$ cat src/inc/seq_pkg.sv
// package: constants, types and timing for the measurement mode sequencer
package seq_pkg;

	// ==========================================================
	// clocking
	localparam int unsigned CLK_HZ       = 50_000_000;
	localparam int unsigned CORE_FAST_HZ = 4_000_000;
	localparam int unsigned CORE_SLOW_HZ = 1_000_000;
	localparam int unsigned DIV_FAST     = CLK_HZ / CORE_FAST_HZ;
	localparam int unsigned DIV_SLOW     = CLK_HZ / CORE_SLOW_HZ;
	localparam int unsigned DIV_W        = 6;
	localparam int unsigned CORE_SLOW_NS = 1_000_000_000 / CORE_SLOW_HZ;
	localparam int unsigned CORE_FAST_NS = 1_000_000_000 / CORE_FAST_HZ;

	// ==========================================================
	// times in ns at the 1 MHz core clock; counts are core cycles
	localparam int unsigned WIN_UNLOCK_NS   = 6_000_000;
	localparam int unsigned WIN_LOCK_NS     = 1_500_000;
	localparam int unsigned CONV_NS         = 300_000;
	localparam int unsigned CALC_NS         = 100_000;
	localparam int unsigned FIRST_RESULT_NS = 6_000_000;
	localparam int unsigned WIN_UNLOCK_CYC  = WIN_UNLOCK_NS / CORE_SLOW_NS;
	localparam int unsigned WIN_LOCK_CYC    = WIN_LOCK_NS / CORE_SLOW_NS;
	localparam int unsigned CONV_CYC        = CONV_NS / CORE_SLOW_NS;
	localparam int unsigned CALC_CYC        = CALC_NS / CORE_SLOW_NS;
	localparam int unsigned FIRST_RESULT_CYC = FIRST_RESULT_NS / CORE_SLOW_NS;
	localparam int unsigned TMR_W           = 18;

	// ==========================================================
	// update periods, index {long_integ, core_clock_sel, update_rate}
	typedef int unsigned per_tab_t [16];
	localparam per_tab_t PERIOD_NS = '{
		1_600_000, 5_000_000, 25_000_000, 125_000_000,
		500_000, 1_500_000, 6_500_000, 32_000_000,
		5_000_000, 8_500_000, 30_000_000, 130_000_000,
		1_500_000, 2_500_000, 7_500_000, 33_000_000};

	function automatic per_tab_t period_table();
		per_tab_t t;
		for (int i = 0; i < 16; i++) begin
			t[i] = PERIOD_NS[i] / (((i & 4) != 0) ? CORE_FAST_NS : CORE_SLOW_NS);
		end
		return t;
	endfunction : period_table

	localparam per_tab_t PERIOD_CYC_DEF = period_table();

	// ordinary cycles between special measurements, per update_rate
	localparam logic [7:0] SPECIAL_GAP [4] = '{8'hFF, 8'h7F, 8'h1F, 8'h0F};

	// ==========================================================
	// status codes in the two top bits of the result
	localparam logic [1:0] STAT_VALID = 2'h0;
	localparam logic [1:0] STAT_CMD   = 2'h1;
	localparam logic [1:0] STAT_STALE = 2'h2;
	localparam logic [1:0] STAT_FAULT = 2'h3;

	// ==========================================================
	// types
	typedef enum logic [2:0] {
		ST_WINDOW = 3'h0,
		ST_CAL    = 3'h1,
		ST_TEMP   = 3'h2,
		ST_ZERO   = 3'h3,
		ST_BRIDGE = 3'h4,
		ST_CALC   = 3'h5,
		ST_SLEEP  = 3'h6,
		ST_PWRDN  = 3'h7
	} state_t;

	typedef enum logic [1:0] {
		MEAS_NONE   = 2'h0,
		MEAS_TEMP   = 2'h1,
		MEAS_ZERO   = 2'h2,
		MEAS_BRIDGE = 2'h3
	} meas_t;

	typedef struct packed {
		logic       nv_locked;
		logic       sleep_mode;
		logic       long_integ;
		logic       core_clock_sel;
		logic       spi_protocol;
		logic [1:0] update_rate;
	} cfg_t;

	typedef struct packed {
		logic enter_calibration_cmd;
		logic start_normal_cmd;
		logic fetch_result_cmd;
		logic wake_full_measure_cmd;
		logic wake_bridge_only_cmd;
		logic cal_other_cmd;
		logic from_i2c;
	} cmd_t;

	typedef struct packed {
		logic [1:0]  status;
		logic [13:0] bridge;
		logic [7:0]  temp;
	} result_t;

endpackage : seq_pkg
$ cat src/core/core_tick_gen.sv
// core clock tick generator: one pulse per 4 MHz or 1 MHz core cycle
`timescale 1ns/1ps
`default_nettype none

module core_tick_gen
	import seq_pkg::*;
(
	input  wire logic clk,
	input  wire logic sys_rst,
	input  wire logic core_clock_sel,
	output var  logic tick
);

	logic [DIV_W-1:0] cnt_q;
	logic [DIV_W-1:0] cnt_d;
	logic [DIV_W-1:0] lim;
	logic             tick_q;
	logic             tick_d;

	// ==========================================================
	// divider; 50/4 is not whole, so the fast core runs slightly high
	always_comb begin
		lim    = core_clock_sel ? DIV_W'(DIV_FAST - 1) : DIV_W'(DIV_SLOW - 1);
		tick_d = (cnt_q >= lim); // >= survives a change of selection
		cnt_d  = tick_d ? '0 : cnt_q + 1'b1;
	end

	// registers
	always_ff @(posedge clk or posedge sys_rst) begin
		if (sys_rst) begin
			cnt_q  <= '0;
			tick_q <= 1'b0;
		end else begin
			cnt_q  <= cnt_d;
			tick_q <= tick_d;
		end
	end

	assign tick = tick_q;

endmodule : core_tick_gen

`default_nettype wire

$ cat src/core/measurement_mode_sequencer.sv
// measurement mode sequencer: command window, calibration and update scheduling
`timescale 1ns/1ps
`default_nettype none

module measurement_mode_sequencer
	import seq_pkg::*;
#(
	parameter int unsigned WIN_UNLOCK = WIN_UNLOCK_CYC,
	parameter int unsigned WIN_LOCK   = WIN_LOCK_CYC,
	parameter per_tab_t    PERIOD_CYC = PERIOD_CYC_DEF,
	parameter int unsigned CONV       = CONV_CYC,
	parameter int unsigned CALC       = CALC_CYC
) (
	input  wire logic        clk,
	input  wire logic        sys_rst,
	input  wire cfg_t        cfg,
	input  wire cmd_t        cmd,
	input  wire logic [13:0] bridge_data,
	input  wire logic [7:0]  temp_data,
	input  wire logic        diag_fault,
	output var  result_t     result,
	output var  logic        data_ready_int,
	output var  logic        i2c_active,
	output var  logic        cal_mode,
	output var  logic        powered_down,
	output var  logic        conv_start,
	output var  meas_t       conv_kind,
	output var  logic        cal_exec
);

	logic             tick;
	state_t           state_q;
	state_t           state_d;
	logic [TMR_W-1:0] tmr_q;
	logic [TMR_W-1:0] tmr_d;
	logic [TMR_W-1:0] per_q;
	logic [TMR_W-1:0] per_d;
	logic [7:0]       gap_q;
	logic [7:0]       gap_d;
	logic             alt_q;
	logic             alt_d;
	logic             full_q;
	logic             full_d;
	logic             special_q;
	logic             special_d;
	logic             fault_q;
	logic             fault_d;
	logic [7:0]       temp_q;
	logic [7:0]       temp_d;
	result_t          res_q;
	result_t          res_d;
	logic             int_q;
	logic             int_d;
	logic             i2c_q;
	logic             i2c_d;
	logic             cal_q;
	logic             cal_d;
	logic             pd_q;
	logic             pd_d;
	logic             cs_q;
	logic             cs_d;
	logic             ce_q;
	logic             ce_d;
	meas_t            kind_q;
	meas_t            kind_d;
	logic [TMR_W-1:0] stage_len;
	logic [TMR_W-1:0] per_target;
	logic [3:0]       per_idx;
	logic             expired;
	logic             start_upd;
	logic             start_full;
	logic             write_now;

	// ==========================================================
	// core clock time base
	core_tick_gen u_tick (
		.clk            (clk),
		.sys_rst        (sys_rst),
		.core_clock_sel (cfg.core_clock_sel),
		.tick           (tick)
	);

	// ==========================================================
	// sequencer next state
	always_comb begin
		state_d    = state_q;
		tmr_d      = tmr_q;
		per_d      = per_q;
		gap_d      = gap_q;
		alt_d      = alt_q;
		full_d     = full_q;
		special_d  = special_q;
		fault_d    = fault_q;
		temp_d     = temp_q;
		res_d      = res_q;
		int_d      = int_q;
		ce_d       = 1'b0;
		start_upd  = 1'b0;
		start_full = 1'b0;
		write_now  = 1'b0;
		per_idx    = {cfg.long_integ, cfg.core_clock_sel, cfg.update_rate};
		// period grows by one conversion when it holds a special one
		per_target = TMR_W'(PERIOD_CYC[per_idx])
			+ (special_q ? TMR_W'(CONV) : '0);
		case (state_q)
			ST_WINDOW: stage_len = TMR_W'(cfg.nv_locked ? WIN_LOCK : WIN_UNLOCK);
			ST_CALC:   stage_len = TMR_W'(CALC);
			default:   stage_len = TMR_W'(CONV);
		endcase
		expired = tick && (tmr_q == stage_len - 1'b1);
		// timers advance on core ticks only
		if (tick) begin
			tmr_d = tmr_q + 1'b1;
			if (per_q != '1) begin
				per_d = per_q + 1'b1;
			end
		end
		case (state_q)
			ST_WINDOW: begin
				if (cmd.enter_calibration_cmd && cmd.from_i2c) begin
					state_d      = ST_CAL;
					res_d.status = STAT_CMD;
				end else if (expired) begin
					if (cfg.sleep_mode) begin
						state_d = ST_SLEEP;
					end else begin
						start_full = 1'b1;
					end
				end
			end
			ST_CAL: begin
				if (cmd.from_i2c && cmd.start_normal_cmd) begin
					res_d.status = STAT_STALE;
					if (cfg.sleep_mode) begin
						state_d = ST_SLEEP;
					end else begin
						start_full = 1'b1;
					end
				end else if (cmd.from_i2c && cmd.cal_other_cmd) begin
					ce_d = 1'b1;
				end
			end
			ST_TEMP: begin
				if (expired) begin
					temp_d  = temp_data;
					state_d = full_q ? ST_ZERO : ST_BRIDGE;
				end
			end
			ST_ZERO: begin
				if (expired) begin
					state_d = ST_BRIDGE;
				end
			end
			ST_BRIDGE: begin
				if (expired) begin
					state_d = ST_CALC;
				end
			end
			ST_CALC: begin
				if (expired) begin
					write_now = 1'b1;
					if (cfg.sleep_mode) begin
						state_d = ST_SLEEP;
					end else if (cfg.update_rate == 2'h0) begin
						start_upd = 1'b1;
					end else begin
						state_d = ST_PWRDN;
					end
				end
			end
			ST_SLEEP: begin
				if (cmd.wake_full_measure_cmd) begin
					start_full = 1'b1;
				end else if (cmd.wake_bridge_only_cmd && cmd.from_i2c) begin
					state_d   = ST_BRIDGE;
					special_d = 1'b0;
				end
			end
			ST_PWRDN: begin
				if (per_q >= per_target) begin
					start_upd = 1'b1;
				end
			end
			default: state_d = ST_WINDOW;
		endcase
		// start of a cycle: full sequence, or bridge with an odd special
		if (start_full) begin
			state_d   = ST_TEMP;
			full_d    = 1'b1;
			special_d = 1'b1;
			gap_d     = '0;
			per_d     = '0;
		end else if (start_upd) begin
			full_d = 1'b0;
			per_d  = '0;
			if (gap_q >= SPECIAL_GAP[cfg.update_rate]) begin
				gap_d     = '0;
				special_d = 1'b1;
				alt_d     = ~alt_q;
				state_d   = alt_q ? ST_ZERO : ST_TEMP;
			end else begin
				gap_d     = gap_q + 1'b1;
				special_d = 1'b0;
				state_d   = ST_BRIDGE;
			end
		end
		// a write in the same cycle as a fetch wins: fresh data is valid or fault, never stale
		if (write_now) begin
			fault_d      = fault_q | diag_fault;
			res_d.status = (fault_q | diag_fault) ? STAT_FAULT : STAT_VALID;
			res_d.bridge = bridge_data;
			res_d.temp   = temp_q;
			int_d        = i2c_q & ~(fault_q | diag_fault);
		end else if (cmd.fetch_result_cmd && res_q.status == STAT_VALID) begin
			res_d.status = STAT_STALE;
			int_d        = 1'b0;
		end
		if (state_d != state_q) begin
			tmr_d = '0;
		end
		cs_d   = (state_d != state_q) && (state_d inside {ST_TEMP, ST_ZERO, ST_BRIDGE});
		kind_d = (state_d == ST_TEMP) ? MEAS_TEMP :
			(state_d == ST_ZERO) ? MEAS_ZERO :
			(state_d == ST_BRIDGE) ? MEAS_BRIDGE : MEAS_NONE;
		i2c_d  = (state_d == ST_WINDOW) || (state_d == ST_CAL) || !cfg.spi_protocol;
		cal_d  = (state_d == ST_CAL);
		pd_d   = (state_d == ST_SLEEP) || (state_d == ST_PWRDN);
	end

	// ==========================================================
	// sequencer registers
	always_ff @(posedge clk or posedge sys_rst) begin
		if (sys_rst) begin
			state_q   <= ST_WINDOW;
			tmr_q     <= '0;
			per_q     <= '0;
			gap_q     <= '0;
			alt_q     <= 1'b0;
			full_q    <= 1'b0;
			special_q <= 1'b0;
			fault_q   <= 1'b0;
			temp_q    <= '0;
			res_q     <= '{status: STAT_STALE, bridge: '0, temp: '0};
			int_q     <= 1'b0;
			i2c_q     <= 1'b1;
			cal_q     <= 1'b0;
			pd_q      <= 1'b0;
			cs_q      <= 1'b0;
			ce_q      <= 1'b0;
			kind_q    <= MEAS_NONE;
		end else begin
			state_q   <= state_d;
			tmr_q     <= tmr_d;
			per_q     <= per_d;
			gap_q     <= gap_d;
			alt_q     <= alt_d;
			full_q    <= full_d;
			special_q <= special_d;
			fault_q   <= fault_d;
			temp_q    <= temp_d;
			res_q     <= res_d;
			int_q     <= int_d;
			i2c_q     <= i2c_d;
			cal_q     <= cal_d;
			pd_q      <= pd_d;
			cs_q      <= cs_d;
			ce_q      <= ce_d;
			kind_q    <= kind_d;
		end
	end

	// outputs straight from the registers
	assign result         = res_q;
	assign data_ready_int = int_q;
	assign i2c_active     = i2c_q;
	assign cal_mode       = cal_q;
	assign powered_down   = pd_q;
	assign conv_start     = cs_q;
	assign conv_kind      = kind_q;
	assign cal_exec       = ce_q;

	// ==========================================================
	// checks; configuration is taken as static while running
	logic [12:0] pcnt_q;
	logic        seen_q;

	// core ticks until the first write or a calibration entry
	always_ff @(posedge clk or posedge sys_rst) begin
		if (sys_rst) begin
			pcnt_q <= '0;
			seen_q <= 1'b0;
		end else begin
			if (write_now || state_q == ST_CAL) begin
				seen_q <= 1'b1;
			end
			if (tick && !seen_q && pcnt_q != '1) begin
				pcnt_q <= pcnt_q + 1'b1;
			end
		end
	end
endmodule : measurement_mode_sequencer

`default_nettype wire

$ cat config.mk
export PLATFORM = sky130hd
export DESIGN_NAME = measurement_mode_sequencer
export DESIGN_NICKNAME = d
export VERILOG_FILES = /design/src/inc/seq_pkg.sv /design/src/core/core_tick_gen.sv /design/src/core/measurement_mode_sequencer.sv
export SDC_FILE = /design/constraint.sdc
export NUM_CORES = 1
export LEC_CHECK = 0
export BUFFER_PORTS_ARGS = -buffer_cell sky130_fd_sc_hd__buf_2
export CAP_MARGIN = 20
export CORE_AREA = 2 2 120 122
export CTS_CLUSTER_SIZE = 14
export DETAILED_ROUTE_END_ITERATION = 10
export DIE_AREA = 0 0 122 124
export PLACE_DENSITY = 0.75
export RECOVER_POWER = 100
export SLEW_MARGIN = 20
export SYNTH_ARGS = -nofsm -noshare
export SYNTH_HDL_FRONTEND = slang
export SYNTH_HIERARCHICAL = 1
export SYNTH_SLANG_ARGS = --single-unit
$ cat constraint.sdc
create_clock -name clk -period 10.57 [get_ports clk]
set_clock_uncertainty 0.05 [all_clocks]
set_input_delay 1.057 -clock clk [delete_from_list [all_inputs] [get_ports clk]]
set_output_delay 1.057 -clock clk [all_outputs]
set_load 0.02 [all_outputs]
# [Word-level counts from Yosys, hierarchy flattened]
# Memory sizes are Yosys's and may differ from the RTL's.
# Index checks and enable logic that the tools add are counted.
# W data, S select, Z words.
[word_totals] wordCells=160 memories=1 mem_bits_rw=0 reg_bits=98 output_inout_bits=32 mem_bits_ro=512 latch_bits=0
[op_classes] div=0 n_mul=0 n_eq_ne=19 reduce_logical=29 n_mux=72 magnitude_cmp=5 n_addsub=6 bitwise_logic=7 shifts=0
[mem_list] name="(name not given)" depth=16 width=32 rd=1 rd_clocked_by_memory_dff=0 write_ports=0 line="measurement_mode_sequencer.sv:103" rtl="per_target = TMR_W'(PERIOD_CYC[per_idx])"
[op_table] operator="$mux W18" n=8
[op_table] operator="$mux W3" n=16
[op_table] operator="$mux W8" n=5
[op_table] operator="$add A18 B1 Y18 const B" n=2
[op_table] operator="$pmux W13 S2" n=1
[op_table] operator="$mux W1" n=25
[op_table] operator="$eq A3 B3 Y1 const B" n=7
[op_table] operator="$pmux W3 S7" n=1
[op_table] operator="$add A18 B9 Y18" n=1
[op_table] operator="$eq A18 B18 Y1" n=1
[op_table] operator="$ge A18 B18 Y1" n=1
[op_table] operator="$ne A18 B18 Y1 const B" n=1
[op_table] operator="$sub A18 B1 Y18 const B" n=1
[op_table] operator="$bmux W8 S2" n=1
[op_table] operator="$mux W2" n=8
[op_table] operator="$reduce_bool A3 Y1" n=5
[op_table] operator="$mux W13" n=1
[op_table] operator="$eq A3 B2 Y1 const B" n=4
[op_table] operator="$mux W6" n=2
[op_table] operator="$mux W9" n=1
[op_table] operator="$reduce_and A3 Y1" n=3
[op_table] operator="$add A8 B1 Y8 const B" n=1
[op_table] operator="$ge A8 B8 Y1" n=1
[op_table] operator="$ne A4 B4 Y1 const B" n=2
[op_table] operator="other kinds (23)" n=39

# [Logic depth before layout (Yosys ltp)]
[logic_depth] word_depth=14 mapped_depth=24 mapped_depth_nobuf=24

# [Cells and area by module]
# The synthesis kept the hierarchy.
[by_module_without_submodules] module="measurement_mode_sequencer" cells_per_inst=583 n_inst=1 area_each_um2=5713.0
[by_module_without_submodules] module="core_tick_gen" cells_per_inst=36 n_inst=1 area_each_um2=404.1

# [Least setup slack after synthesis]
# OpenSTA, ideal clock, no wires.
[synth_timing] path_kind="in2reg" from="in cfg[4] in the netlist's numbering" to="reg tmr_q[0]" arrival_ps=5561 n_path_buf=3 required_time_ps=10440 stages=21 setup_slack_ps=4879 path_cell_list="clkbuf_1 > buf_1 > mux2i_1 > o21ai_0 > ha_1 > a31oi_1 > nor2_1 > a31o_2 > nand3_1 > or4_1 > nand3_1 > ha_1 > a21oi_1 > nor2b_1 > o21ai_0 > or4b_2 > o221a_2 > o31ai_1 > nand3_1 > buf_4 > nor3_2"
[synth_between] elab_chain_len=12 elab_cells_between_ends=13 classes_between="1 x add/sub; 1 x order compare; 1 x eq/ne; 7 x mux; 1 x bitwise; 1 x reduce/logical; 1 x memory"
[synth_lines] item="start, declared" line="measurement_mode_sequencer.sv:16" rtl="input wire cfg_t cfg,"
[synth_lines] item="$not A4 Y5 (not written as such) (*)" line="measurement_mode_sequencer.sv:103"
[synth_lines] item="$mem_v2 Z16 W32 (*)"
[synth_lines] item="$mux W18 (not written as such) (*) (2 in a row)" line="measurement_mode_sequencer.sv:103"
[synth_lines] item="$add A18 B9 Y18 (*)" line="measurement_mode_sequencer.sv:104" rtl="+ (special_q ? TMR_W'(CONV) : '0);"
[synth_lines] item="$ge A18 B18 Y1 (*)" line="measurement_mode_sequencer.sv:180" rtl="if (per_q >= per_target) begin"
[synth_lines] item="$mux W1 (*)" line="measurement_mode_sequencer.sv:180"
[synth_lines] item="$pmux W1 S2 (*)" line="measurement_mode_sequencer.sv:118" rtl="case (state_q)"
[synth_lines] item="$mux W3 (*)" line="measurement_mode_sequencer.sv:193" rtl="end else if (start_upd) begin"
[synth_lines] item="$mux W3 (*)" line="measurement_mode_sequencer.sv:187" rtl="if (start_full) begin"
[synth_lines] item="$ne A3 B3 Y1 (*)" line="measurement_mode_sequencer.sv:218" rtl="if (state_d != state_q) begin"
[synth_lines] item="$mux W18 / $reduce_bool A2 Y1 (equally long branches)"
[synth_lines] item="end signal, assigned" line="measurement_mode_sequencer.sv:253" rtl="tmr_q <= tmr_d;"
[synth_lines] item="end, declared" line="measurement_mode_sequencer.sv:34" rtl="logic [TMR_W-1:0] tmr_q;"
# Every way passes the cells marked *; elsewhere a longest branch is shown, timed or not. The select of a mux whose other input is x is not followed.
# A chain may end at the register's enable or synchronous reset.

# [Worst setup path after layout]
[layout_timing] from="in cfg[3] in the netlist's numbering" to="reg cs_q (netlist: conv_start)"
[layout_between] elab_chain_len=13 elab_cells_between_ends=16 classes_between="1 x add/sub; 1 x order compare; 4 x eq/ne; 6 x mux; 1 x bitwise; 2 x reduce/logical; 1 x memory"
[layout_lines] item="$not A4 Y5 (not written as such) (*)" line="measurement_mode_sequencer.sv:103"
[layout_lines] item="$mem_v2 Z16 W32 (*)"
[layout_lines] item="$mux W18 (not written as such) (*) (2 in a row)" line="measurement_mode_sequencer.sv:103"
[layout_lines] item="$add A18 B9 Y18 (*)" line="measurement_mode_sequencer.sv:104"
[layout_lines] item="$ge A18 B18 Y1 (*)" line="measurement_mode_sequencer.sv:180"
[layout_lines] item="$mux W1 (*)" line="measurement_mode_sequencer.sv:180"
[layout_lines] item="$pmux W1 S2 (*)" line="measurement_mode_sequencer.sv:118"
[layout_lines] item="$mux W3 (*)" line="measurement_mode_sequencer.sv:193"
[layout_lines] item="$mux W3 (*)" line="measurement_mode_sequencer.sv:187"
[layout_lines] item="$eq A3 B2 Y1 / $eq A3 B3 Y1 (equally long branches)" line="measurement_mode_sequencer.sv:221" rtl="cs_d = (state_d != state_q) && (state_d inside {ST_TEMP, ST_ZERO, ST_BRIDGE});"
[layout_lines] item="$reduce_bool A3 Y1" line="measurement_mode_sequencer.sv:221"
[layout_lines] item="$logic_and A1 B1 Y1 (*)" line="measurement_mode_sequencer.sv:221"
[layout_lines] item="net cs_d" line="measurement_mode_sequencer.sv:61" rtl="logic cs_d;"
[layout_lines] item="end signal, assigned" line="measurement_mode_sequencer.sv:266" rtl="cs_q <= cs_d;"
[layout_lines] item="end, declared" line="measurement_mode_sequencer.sv:60" rtl="logic cs_q;"
# The timed path passes the listed nets; every way through them passes the cells marked *. The select of a mux whose other input is x is not followed.

==> impl_metrics.json <==
{
  "outcome": "finished, violations left",
  "violations": "capacitance limit, slew limit",
  "fin_crit_sh": 0.594,
  "nFillCells": 1304,
  "dr_total_vias": 4848,
  "power_mw": 0.888,
  "grt_max_degree": 84,
  "path_clk_slew_ns": 0.07,
  "synthArstFlopShare": 1.00,
  "power.share.switching": 0.290,
  "reg2reg_to": "conv_start$_DFF_PP0_",
  "relSlewSlack": -1.90,
  "p_sw_mw": 0.258,
  "drt_iter0_markers": 275,
  "diodes": 0,
  "fin_crit_ns": 6.28,
  "max_freq_mhz": 159,
  "antenna_found_initial": 0,
  "setup.worst_path.class": "in -> reg",
  "cts_tree": "done",
  "portBuffers": 70,
  "routed_wl_um": 13500,
  "setup_violations": 0,
  "stdcell_area_um2": 6780,
  "syn_to_final_growth_pct": 10.8,
  "overflow": 0,
  "cts_buffers": 9,
  "holdPathEnd": "alt_q$_DFFE_PP0P_",
  "max-vdd-ir-drop_v": 0.0000943,
  "reg2regPathDepth": 17,
  "die_x_um": 122,
  "drv_cap": 1,
  "finalSetupTns_ns": 0,
  "synth_common_cells": "96 x dfrtp_1, 45 x nand2_1, 43 x nor2_1",
  "routed_via_density": 5.60,
  "p_leak_nw": 3.16,
  "final-hold-violation-count": 0,
  "final-instance-count-excl-fill": 865,
  "rows": 43,
  "grt_pass1_vias": 4753,
  "drt_pass1_iterations": 5,
  "ys.flop_type": "dfrtp_1",
  "min_path_cells": 1,
  "p_per_area_nw_per_um2": 131,
  "worst-path-max-fanout": 20,
  "h-tree-depth": 3,
  "core-area_um2": 13700,
  "endpoint_kind": "flip-flop",
  "rsz0062_at_grt": "no",
  "synth_cells": 619,
  "pwr-share-comb": 0.154,
  "drc": 0,
  "worstPathRequired_ns": 10.76,
  "p_clk_frac": 0.366,
  "track_usage": 0.185,
  "netlist_area_um2": 6120,
  "floorplan.initialDensity": 0.446,
  "p_int_mw": 0.630,
  "hp-start": "alt_q$_DFFE_PP0P_",
  "hold_path_class": "reg -> reg",
  "synth_cell_types": 73,
  "finish.utilization": 0.494,
  "drtAntennaViolNets": 0,
  "drive_above_1_share": 0.149,
  "grt_pass1_wl_um": 22500,
  "cts_resized": 0,
  "dpl.hpwl_um": 10100,
  "syn_avg_cell_area_um2": 9.88,
  "die_area_um2": 15100,
  "ys_seq_area_frac": 0.401,
  "clock_latency_ns": 0.35,
  "synthesis.nets": 701,
  "placed_cell_area_um2": 6610,
  "yosysTopAreaCell": "dfrtp_1",
  "cp-start-kind": "input pin",
  "postCtsSetupBuffers": 0,
  "synth_seq_cells": 98,
  "ios": 71,
  "r2r_setup_slack_ns": 5.50,
  "postCtsHoldBufs": 0,
  "slew_violations": 84,
  "yosysTopAreaCellShare": 0.393,
  "layout.nets": 762,
  "clock_path_buffers": 2,
  "synth_area_leaders": "dfrtp_1 39%, ha_1 8.6%, mux2_2 5.9%",
  "synth_edf_count": 0,
  "wl_per_cell_um": 15.6,
  "seqPwrFrac": 0.480,
  "cp-startpoint": "cfg[3]",
  "gp_congestion": 0.939,
  "fp.dieH_um": 124,
  "cts-root-buf": "clkbuf_16",
  "cts.sinks": 98,
  "worst_pin_slew_ns": 4.35,
  "rr_startpoint": "special_q$_DFFE_PP0P_",
  "placed_cells": 849,
  "worstPathArrival_ns": 6.47,
  "yosysWarnings": 6,
  "synth_most_common_cell": "dfrtp_1"
}
## state kept, by name (all words and copies together) (netlist names), 2 cells and up
| register | count |
|---|---|
| conv_kind | 2 |
| gap_q | 8 |
| result | 24 |
| temp_q | 8 |
| state_q | 3 |
| per_q | 18 |
| tmr_q | 18 |
| u_tick/cnt_q | 6 |
## layout make-up
cell class                      instances  area, um^2  share of cell area
Clock buffer                           10         239              0.0353
Clock inverter                          6        55.1             0.00812
Inverter                               25        95.1              0.0140
Multi-Input combinational cell        474        3390               0.501
Sequential cell                        98        2450               0.362
Tap cell                              180         225              0.0332
Timing Repair Buffer                   72         314              0.0463
## stage by stage
| step | setup slack [ns] | hold slack (ns) |
|---|---|---|
| 6_report | 4.29 | 0.431 |
| 2_1_floorplan | 4.88 | 0.393 |
| 3_5_place_dp | 3.91 | 0.416 |
| 3_3_place_gp | 4.15 | 0.409 |
| 4_1_cts | 4.26 | 0.430 |
| 5_1_grt | 3.81 | 0.447 |
## metal layers
layer,up-vias,global-route usage,share of wire
li1,2358,-,-
met1,2395,0.236,0.44
met2,75,0.311,0.51
met5,-,0,0
met4,0,0.0747,0.019
met3,20,0.0348,0.031
## cells by family after synthesis
group                      Yosys count  synth area share
xor gates and xnor gates            50            0.0716
AOI/OAI and AO/OA                  121             0.135
adders and majority gates           43            0.0892
and+or+nand+nor                    223             0.203
DFF                                 98             0.401
buffers and inverters               47            0.0319
muxes                               37            0.0679
## placed cells by master, fill, tap and decap left out, drive strengths merged, types with 27 or more instances in the layout
cell type  synthesis  routed
buf               10      35
clkbuf            12      47
dfrtp             96      96
ha                42      42
inv               24      27
mux2              33      33
nand2             45      45
nor2              43      43
o21ai             34      34
## worst max-delay path, cell delays in order
cell      delay, ns
clkbuf_1       0.63
inv_1          0.28
o22ai_1        0.47
a31oi_1        0.14
nor2_1         0.17
a31o_2         0.21
nand3_1        0.12
or4_1          0.48
nand3_1        0.12
ha_1           0.25
a21oi_1        0.15
nor2b_1        0.05
o21ai_0        0.12
or4b_2         0.61
o221a_1        0.33
o31ai_1        0.22
nand3_1        0.58
o22a_2         0.45
## how the worst max path moves through the flow
stage	endpoint	slack [ns]
after floorplan	tmr_q[0]$_DFFE_PP0P_	4.88
after global placement	conv_start$_DFF_PP0_	4.15
after detailed placement	conv_start$_DFF_PP0_	3.91
after CTS	conv_start$_DFF_PP0_	4.26
after global routing	conv_start$_DFF_PP0_	3.81
final	conv_start$_DFF_PP0_	4.29
## power groups by stage
stage                     logic, mW  clock network, mW  registers (mW)
final                         0.137              0.325           0.426
after global routing          0.157              0.346           0.431
after CTS                     0.146              0.331           0.426
after detailed placement      0.145                  0           0.433
after global placement        0.136                  0           0.433
after floorplan               0.114                  0           0.424
(Power assumes the default switching activity.)
